$ cat src/logic/pic_pkg.sv
// package: constants and carriers for the priority interrupt controller
package pic_pkg;
  localparam int unsigned NUM_SRC = 5;
  localparam int unsigned MASK_W  = 4;
  localparam int unsigned ADDR_W  = 12;
  // latch index: 4 high pin, 3 timer one, 2 timer two, 1 tick, 0 low pin
  localparam int unsigned SRC_HIGH = 4;
  localparam int unsigned SRC_T1   = 3;
  localparam int unsigned SRC_T2   = 2;
  localparam int unsigned SRC_TICK = 1;
  localparam int unsigned SRC_LOW  = 0;
  // mask bit positions
  localparam int unsigned MASK_BIT_T1   = 2;
  localparam int unsigned MASK_BIT_T2TK = 1;
  localparam int unsigned MASK_BIT_LOW  = 0;
  // reset values
  localparam logic [MASK_W-1:0]   MASK_RESET  = 4'h0;
  localparam logic [NUM_SRC-1:0]  LATCH_RESET = 5'h00;
  localparam logic                ENABLE_RESET = 1'b0;
  // entry addresses
  localparam logic [ADDR_W-1:0] ENTRY_HIGH = 12'h002;
  localparam logic [ADDR_W-1:0] ENTRY_T1   = 12'h006;
  localparam logic [ADDR_W-1:0] ENTRY_T2   = 12'h008;
  localparam logic [ADDR_W-1:0] ENTRY_TICK = 12'h00a;
  localparam logic [ADDR_W-1:0] ENTRY_LOW  = 12'h00c;
  // acknowledge length in instruction cycles
  localparam int unsigned ACK_CYCLES = 2;

  // cpu-side instruction strobes, one-cycle pulses
  typedef struct packed {
    logic                enable_and_clear;
    logic                disable_and_clear;
    logic                clear_latches;
    logic [NUM_SRC-1:0]  latch_field;
    logic                return_from_irq;
    logic                exchange_op;
    logic [MASK_W-1:0]   exchange_data;
  } pic_cmd_t;

  // vector handed to the cpu at acknowledge
  typedef struct packed {
    logic                valid;
    logic [ADDR_W-1:0]   entry;
    logic [NUM_SRC-1:0]  source;
  } pic_vec_t;
endpackage

$ cat src/logic/pic_edge_sync.sv
// two-flop synchroniser with falling-edge pulse
`timescale 1ns/10ps
module pic_edge_sync (
  // clock and reset
  input  wire logic clk_in,
  input  wire logic reset_in,
  // pin
  input  wire logic pin_in,
  // event
  output logic      fall_out
);
  logic meta_q;
  logic sync_q;
  logic prev_q;

  // idle-high reset so an idle pin gives no false edge at release
  always_ff @(posedge clk_in) begin
    if (reset_in) begin
      meta_q <= 1'b1;
      sync_q <= 1'b1;
      prev_q <= 1'b1;
    end else begin
      meta_q <= pin_in;
      sync_q <= meta_q;
      prev_q <= sync_q;
    end
  end

  assign fall_out = prev_q & ~sync_q;
endmodule

$ cat src/logic/pic_ctrl.sv
// prioritised interrupt controller core
`timescale 1ns/10ps
module pic_ctrl #(
  parameter int unsigned ACK_LEN = pic_pkg::ACK_CYCLES
) (
  // clock and reset
  input  wire logic              clk_in,
  input  wire logic              reset_in,
  // pins
  input  wire logic              ext_pin_irq_high_in,
  input  wire logic              ext_pin_irq_low_in,
  // internal requests, one-cycle pulses
  input  wire logic              timer_one_overflow_irq_in,
  input  wire logic              timer_two_overflow_irq_in,
  input  wire logic              interval_tick_irq_in,
  // cpu timing
  input  wire logic              instr_cycle_in,
  input  wire logic              instr_boundary_in,
  input  wire logic              timer_busy_in,
  // cpu commands
  input  wire pic_pkg::pic_cmd_t cmd_in,
  // answers to cpu
  output pic_pkg::pic_vec_t      vec_out,
  output logic                   ack_busy_out,
  output logic                   push_ctx_out,
  output logic                   restore_ctx_out,
  output logic                   set_branch_flag_out,
  output logic [pic_pkg::MASK_W-1:0]  exchange_old_out,
  // status
  output logic                   master_irq_enable_out,
  output logic [pic_pkg::MASK_W-1:0]  irq_mask_register_out,
  output logic [pic_pkg::NUM_SRC-1:0] pending_latch_out
);
  import pic_pkg::*;

  typedef enum logic [1:0] {PIC_IDLE, PIC_ACK, PIC_DONE} pic_state_t;

  logic [NUM_SRC-1:0] pending_latch_q;
  logic [NUM_SRC-1:0] pending_latch_d;
  logic [MASK_W-1:0]  irq_mask_register_q;
  logic               master_irq_enable_q;
  logic               master_irq_enable_d;
  pic_state_t         state_q;
  pic_state_t         state_d;
  logic [1:0]         cyc_q;
  pic_vec_t           vec_q;
  logic [MASK_W-1:0]  old_q;
  logic               restore_q;
  logic               high_fall;
  logic               low_fall;
  logic [NUM_SRC-1:0] req_set;
  logic [NUM_SRC-1:0] enabled;
  logic [NUM_SRC-1:0] eligible;
  logic [NUM_SRC-1:0] winner;
  logic [ADDR_W-1:0]  winner_entry;
  logic [NUM_SRC-1:0] field_clear;
  logic [NUM_SRC-1:0] ack_clear;
  logic               accept;
  logic               ack_end;

  // one-hot pick, highest index wins
  function automatic logic [NUM_SRC-1:0] pick_top(
    input logic [NUM_SRC-1:0] req
  );
    logic [NUM_SRC-1:0] r;
    logic               found;
    r     = '0;
    found = 1'b0;
    for (int i = NUM_SRC - 1; i >= 0; i--) begin
      if (req[i] && !found) begin
        r[i]  = 1'b1;
        found = 1'b1;
      end
    end
    return r;
  endfunction

  // pin edges
  pic_edge_sync u_high_sync (
    .clk_in   (clk_in),
    .reset_in (reset_in),
    .pin_in   (ext_pin_irq_high_in),
    .fall_out (high_fall)
  );

  pic_edge_sync u_low_sync (
    .clk_in   (clk_in),
    .reset_in (reset_in),
    .pin_in   (ext_pin_irq_low_in),
    .fall_out (low_fall)
  );

  // request vector, pins by falling edge
  assign req_set = {high_fall,
                    timer_one_overflow_irq_in,
                    timer_two_overflow_irq_in,
                    interval_tick_irq_in,
                    low_fall};

  // enable per source
  assign enabled[SRC_HIGH] = 1'b1;
  assign enabled[SRC_T1]   = irq_mask_register_q[MASK_BIT_T1];
  assign enabled[SRC_T2]   = irq_mask_register_q[MASK_BIT_T2TK];
  assign enabled[SRC_TICK] = irq_mask_register_q[MASK_BIT_T2TK];
  assign enabled[SRC_LOW]  = irq_mask_register_q[MASK_BIT_LOW];

  assign eligible = pending_latch_q & enabled
                    & {NUM_SRC{master_irq_enable_q}};
  assign winner   = pick_top(eligible);

  // entry address of the winner
  assign winner_entry = winner[SRC_HIGH] ? ENTRY_HIGH :
                        winner[SRC_T1]   ? ENTRY_T1   :
                        winner[SRC_T2]   ? ENTRY_T2   :
                        winner[SRC_TICK] ? ENTRY_TICK :
                        ENTRY_LOW;

  // accept only at a boundary with no timer work outstanding
  assign accept = (state_q == PIC_IDLE) && instr_boundary_in
                  && !timer_busy_in && (|eligible);

  assign ack_end = (state_q == PIC_ACK) && instr_cycle_in
                   && (cyc_q == 2'(ACK_LEN - 1));

  // latch updates; new request wins over any clear
  assign field_clear = (cmd_in.enable_and_clear || cmd_in.disable_and_clear
                        || cmd_in.clear_latches)
                       ? ~cmd_in.latch_field : '0;
  assign ack_clear   = accept ? winner : '0;
  assign pending_latch_d = (pending_latch_q & ~field_clear & ~ack_clear)
                           | req_set;

  // master enable: accept beats software set and return
  always_comb begin
    master_irq_enable_d = master_irq_enable_q;
    if (cmd_in.return_from_irq || cmd_in.enable_and_clear) begin
      master_irq_enable_d = 1'b1;
    end
    if (cmd_in.disable_and_clear) begin
      master_irq_enable_d = 1'b0;
    end
    if (accept) begin
      master_irq_enable_d = 1'b0;
    end
  end

  always_comb begin
    state_d = state_q;
    unique case (state_q)
      PIC_IDLE: begin
        if (accept) begin
          state_d = PIC_ACK;
        end
      end
      PIC_ACK: begin
        if (ack_end) begin
          state_d = PIC_DONE;
        end
      end
      PIC_DONE: begin
        state_d = PIC_IDLE;
      end
      default: begin
        state_d = PIC_IDLE;
      end
    endcase
  end

  always_ff @(posedge clk_in) begin
    if (reset_in) begin
      pending_latch_q     <= LATCH_RESET;
      master_irq_enable_q <= ENABLE_RESET;
      irq_mask_register_q <= MASK_RESET;
      state_q             <= PIC_IDLE;
      cyc_q               <= 2'h0;
      vec_q               <= '0;
      old_q               <= MASK_RESET;
      restore_q           <= 1'b0;
    end else begin
      pending_latch_q     <= pending_latch_d;
      master_irq_enable_q <= master_irq_enable_d;
      state_q             <= state_d;
      restore_q           <= cmd_in.return_from_irq;
      if (cmd_in.exchange_op) begin
        irq_mask_register_q <= cmd_in.exchange_data;
        old_q               <= irq_mask_register_q;
      end
      if (accept) begin
        cyc_q       <= 2'h0;
        vec_q.valid <= 1'b1;
        vec_q.entry <= winner_entry;
        vec_q.source <= winner;
      end else if (state_q == PIC_ACK && instr_cycle_in) begin
        cyc_q <= cyc_q + 2'h1;
      end
      if (state_q == PIC_DONE) begin
        vec_q.valid <= 1'b0;
      end
    end
  end

  // context save and entry load belong to the cpu; we only strobe them
  assign vec_out               = vec_q;
  assign ack_busy_out          = (state_q != PIC_IDLE);
  assign push_ctx_out          = (state_q == PIC_DONE);
  assign set_branch_flag_out   = (state_q == PIC_DONE);
  assign restore_ctx_out       = restore_q;
  assign exchange_old_out      = old_q;
  assign master_irq_enable_out = master_irq_enable_q;
  assign irq_mask_register_out = irq_mask_register_q;
  assign pending_latch_out     = pending_latch_q;
endmodule

$ cat config.mk
export PLATFORM = sky130hd
export DESIGN_NAME = pic_ctrl
export DESIGN_NICKNAME = d
export VERILOG_FILES = /design/src/logic/pic_pkg.sv /design/src/logic/pic_edge_sync.sv /design/src/logic/pic_ctrl.sv
export SDC_FILE = /design/constraint.sdc
export NUM_CORES = 1
export LEC_CHECK = 0
export ABC_CLOCK_PERIOD_IN_PS = 1700
export BUFFER_PORTS_ARGS = -buffer_cell sky130_fd_sc_hd__buf_2
export CORE_UTILIZATION = 41
export DETAILED_ROUTE_END_ITERATION = 8
export GPL_ROUTABILITY_DRIVEN = 0
export PLACE_DENSITY = 0.75
export SETUP_SLACK_MARGIN = 0.05
export SYNTH_ARGS = -nofsm -noshare
export SYNTH_HDL_FRONTEND = slang
export SYNTH_SLANG_ARGS = --single-unit
$ cat constraint.sdc
create_clock -name clk_in -period 1.7 [get_ports clk_in]
set_input_delay 0.17 -clock clk_in [delete_from_list [all_inputs] [get_ports clk_in]]
set_output_delay 0.17 -clock clk_in [all_outputs]
set_load 0.02 [all_outputs]
==> summary.md <==
| Metric | Value |
|---|---|
| Run status | `complete, no violations` |
| Async set-or-reset flop fraction in the synthesized netlist | `0%` |
| Met3 global-route usage | `5.19%` |
| Power per standard cell area | `roughly 840 mW/mm^2` |
| Global-route usage over all layers | `17.6%` |
| Number of diodes added for antenna fixing | `0` |
| Vias in the first global route | `~1,100` |
| Number of routed nets with antenna violations | `0` |
| Area grow syn2layout | `28.3%` |
| GR Layer Usage met2 | `27.9%` |
| Synth Flop Type | `dfxtp_1` |
| Remaining routing DRC violations | `0` |
| Fraction of layout instances using a drive strength above 1 | `38.2%` |
| Iteration-0 DRC count of the detailed router | `47` |
| Relative slew slack | `61.6%` |
| Post-CTS setup repair buffer count | `0` |
| Synth warn | `0` |
| Max Clock Skew | `~0.007 ns` |
| Number of clock sinks | `34` |
| Total congestion overflow | `0` |
| Buffer type at the clock tree root | `clkbuf_4` |
| Mapped Area | `0.00137 sq mm` |
| Portion of the post-synthesis area used by sequential elements | `roughly half` |
| H-tree lvl count | `2` |
| EDFF count, synth | `0` |
| Maximum number of pins on one net before global-route repair | `36` |
| Leading cell type in the layout, fill and taps excluded | `buf_2` |
| Number of vias per cell after detailed routing | `about 4.8` |
| Number of buffers created by CTS | `5` |
| Final count of pins violating max slew | `0` |
| Setup Total Neg Slack | `0 ns` |
| Final setup violation count | `0` |
| CTS tree | `yes` |
| Critical setup path kind | `reg2reg` |
| Worst hold margin | `0.0138 ns` |
| Endpoint kind of the worst setup timing path | `register` |
| Initial antenna violation count | `0` |
| Routed wirelength normalized by instance count | `~11 um` |
| Slew @ Worst Pin | `0.575 ns` |
| WP data arrival | `1.82 ns` |
| Yosys cell types | `39` |
| # fillers | `roughly 310` |
| Routed Wire Length | `2.79 mm` |
| Busiest layer in global routing | `met2` |
| Drt first pass iters | `4` |
| Routed via count | `roughly 1,200` |
| Mapped Cells | `roughly 150` |
| Total half-perimeter wirelength after legalization and detailed placement | `between 2 and 2.5 mm` |
| Clock transition at path regs | `0.10 ns` |
| Largest driver fanout on the critical path | `4` |
| I/O Pins | `60` |
| Leak Pwr | `between 0.8 and 0.9 nW` |
| Max Root-Sink Buffers | `2` |
| Commonest non-fill, non-tap cells in the layout | `buf_2, dfxtp_1, nor2_1` |
| Final critical-path required period | `1.59 ns` |
| Flop-to-flop setup slack | `0.11 ns` |
| Initial Utilization | `43.9%` |
| Global-route wire length before repair | `4.62 mm` |
| Mean cell area of the mapped netlist | `9.35 sq um` |
| Fraction of met1 tracks used by global routing | `21.5%` |
| Worst voltage drop across the vdd grid | `597 uV` |
| Core area | `0.00313 sq mm` |
| Vert. Die Dim | `59.9 um` |
| Seq cells post-synth | `34` |
| Final #Nets | `about 230` |
| Port Buf Inserts | `50` |
| Worst-skew pair later-pin latency | `approximately 0.33 ns` |
| Number of standard-cell rows in the floorplan | `20` |
| Die footprint | `0.00359 sq mm` |
| Required @ worst endpoint | `1.93 ns` |
| Setup repair after global routing missed its margin | `true` |
| Post-DP Area | `0.00168 sq mm` |
| Total non-filler cell area in the finished layout | `0.00176 sq mm` |
| Max Freq | `628 MHz` |
| Horiz. Die Dim | `59.9 um` |
| Hold Path Class | `in2reg` |
| Max-cap violation count | `0` |
| Element type at the critical path start | `register` |
| Final critical-path share of the clock period | `a little over nine tenths` |
| Number of hold violations in the final report | `0` |
sequential cells by signal, indices dropped and copies added, names as in the netlist:
name	flops
cyc_q	2
exchange_old_out	4
irq_mask_register_out	4
master_irq_enable_out	1
pending_latch_out	5
restore_ctx_out	1
state_q	2
u_high_sync.meta_q	1
u_high_sync.prev_q	1
u_high_sync.sync_q	1
u_low_sync.meta_q	1
u_low_sync.prev_q	1
u_low_sync.sync_q	1
vec_out	9
worst max-delay path, cell delays in order (launching register included):
cell	delay (ns)
dfxtp_1	0.36
nor4b_4	0.30
nand2_2	0.09
or4b_4	0.56
a22o_1	0.18
synthesized netlist by cell type (2+ instances only):
library cell	instances	area [sq um]
nor3_1	6	30.0
nor2_1	15	56.3
a21oi_1	12	60.1
inv_1	5	18.8
o21a_1	2	15.0
clkbuf_1	5	18.8
or2_2	8	50.1
dfxtp_1	34	681
nor2b_1	2	12.5
buf_4	10	75.1
nand3_1	2	10.0
o21ai_0	2	10.0
nand2b_1	2	12.5
o221ai_1	2	17.5
mux2i_1	8	80.1
nand2_1	9	33.8
what timing repair did:
action,4_1_cts,5_1_grt
endpoints found under the hold margin,0,1
setup endpoints to repair,2,2
pin swaps,0,1
cloned,0,0
hold buffers,0,1
gates resized for setup,1,2
layout make-up:
cell class / instances / area [sq um] / share of cell area, %
Inverter: 5 / 18.8 / 1.06
Timing Repair Buffer: 61 / 335 / 19.0
Tap cell: 44 / 55.1 / 3.12
Clock buffer: 7 / 55.1 / 3.12
Multi-Input combinational cell: 99 / 613 / 34.8
Sequential cell: 34 / 681 / 38.6
Clock inverter: 1 / 5.00 / 0.284
metrics by stage:
| step | total power, mW | worst slack, ns | utilization [%] | std cells |
|---|---|---|---|---|
| 2_1_floorplan | 0.980 | 0.0583 | - | 155 |
| 3_3_place_gp | 1.04 | 0.0919 | 53.7 | 242 |
| 3_5_place_dp | 1.04 | -0.00886 | 53.7 | 242 |
| 4_1_cts | 1.49 | 0.0572 | 55.9 | 250 |
| 5_1_grt | 1.55 | 0.0427 | 56.4 | 251 |
| 6_report | 1.48 | 0.108 | 56.4 | 251 |
power breakdown:
group / internal (mW) / switching [mW]
clock network: 0.200 / 0.257
registers: 0.822 / 0.0169
logic: 0.0763 / 0.107
total: 1.10 / 0.381
path summary, 6_finish.rpt:
path,depth (start not counted),end,from
setup / recovery,4,pending_latch_out[0],state_q[1]
hold / removal,2,master_irq_enable_out,cmd_in[12]
setup reg to reg,4,pending_latch_out[0],state_q[1]
hold reg to reg,1,u_low_sync.sync_q,u_low_sync.meta_q
routing by layer:
layer  wire length [um]  up-vias
li1                   -      607
met1               1280      547
met2               1290       44
met3                203        6
met4                 20        0
met5                  0        -
cell families (layout without fill, tap and decap cells):
family / Yosys count / in the layout / share of synthesized area (%)
AND/OR/NAND/NOR: 54 / 54 / 21.5
XOR/XNOR: 1 / 1 / 0.638
multiplexers: 8 / 8 / 5.83
buffers and inverters: 22 / 74 / 8.92
adder cells (fa/ha/maj): 1 / 1 / 0.911
flip-flops: 34 / 34 / 49.5
other: 1 / 9 / 0.273
AO/OA/AOI/OAI: 26 / 26 / 12.4
Power figures use the tool's default switching activity.
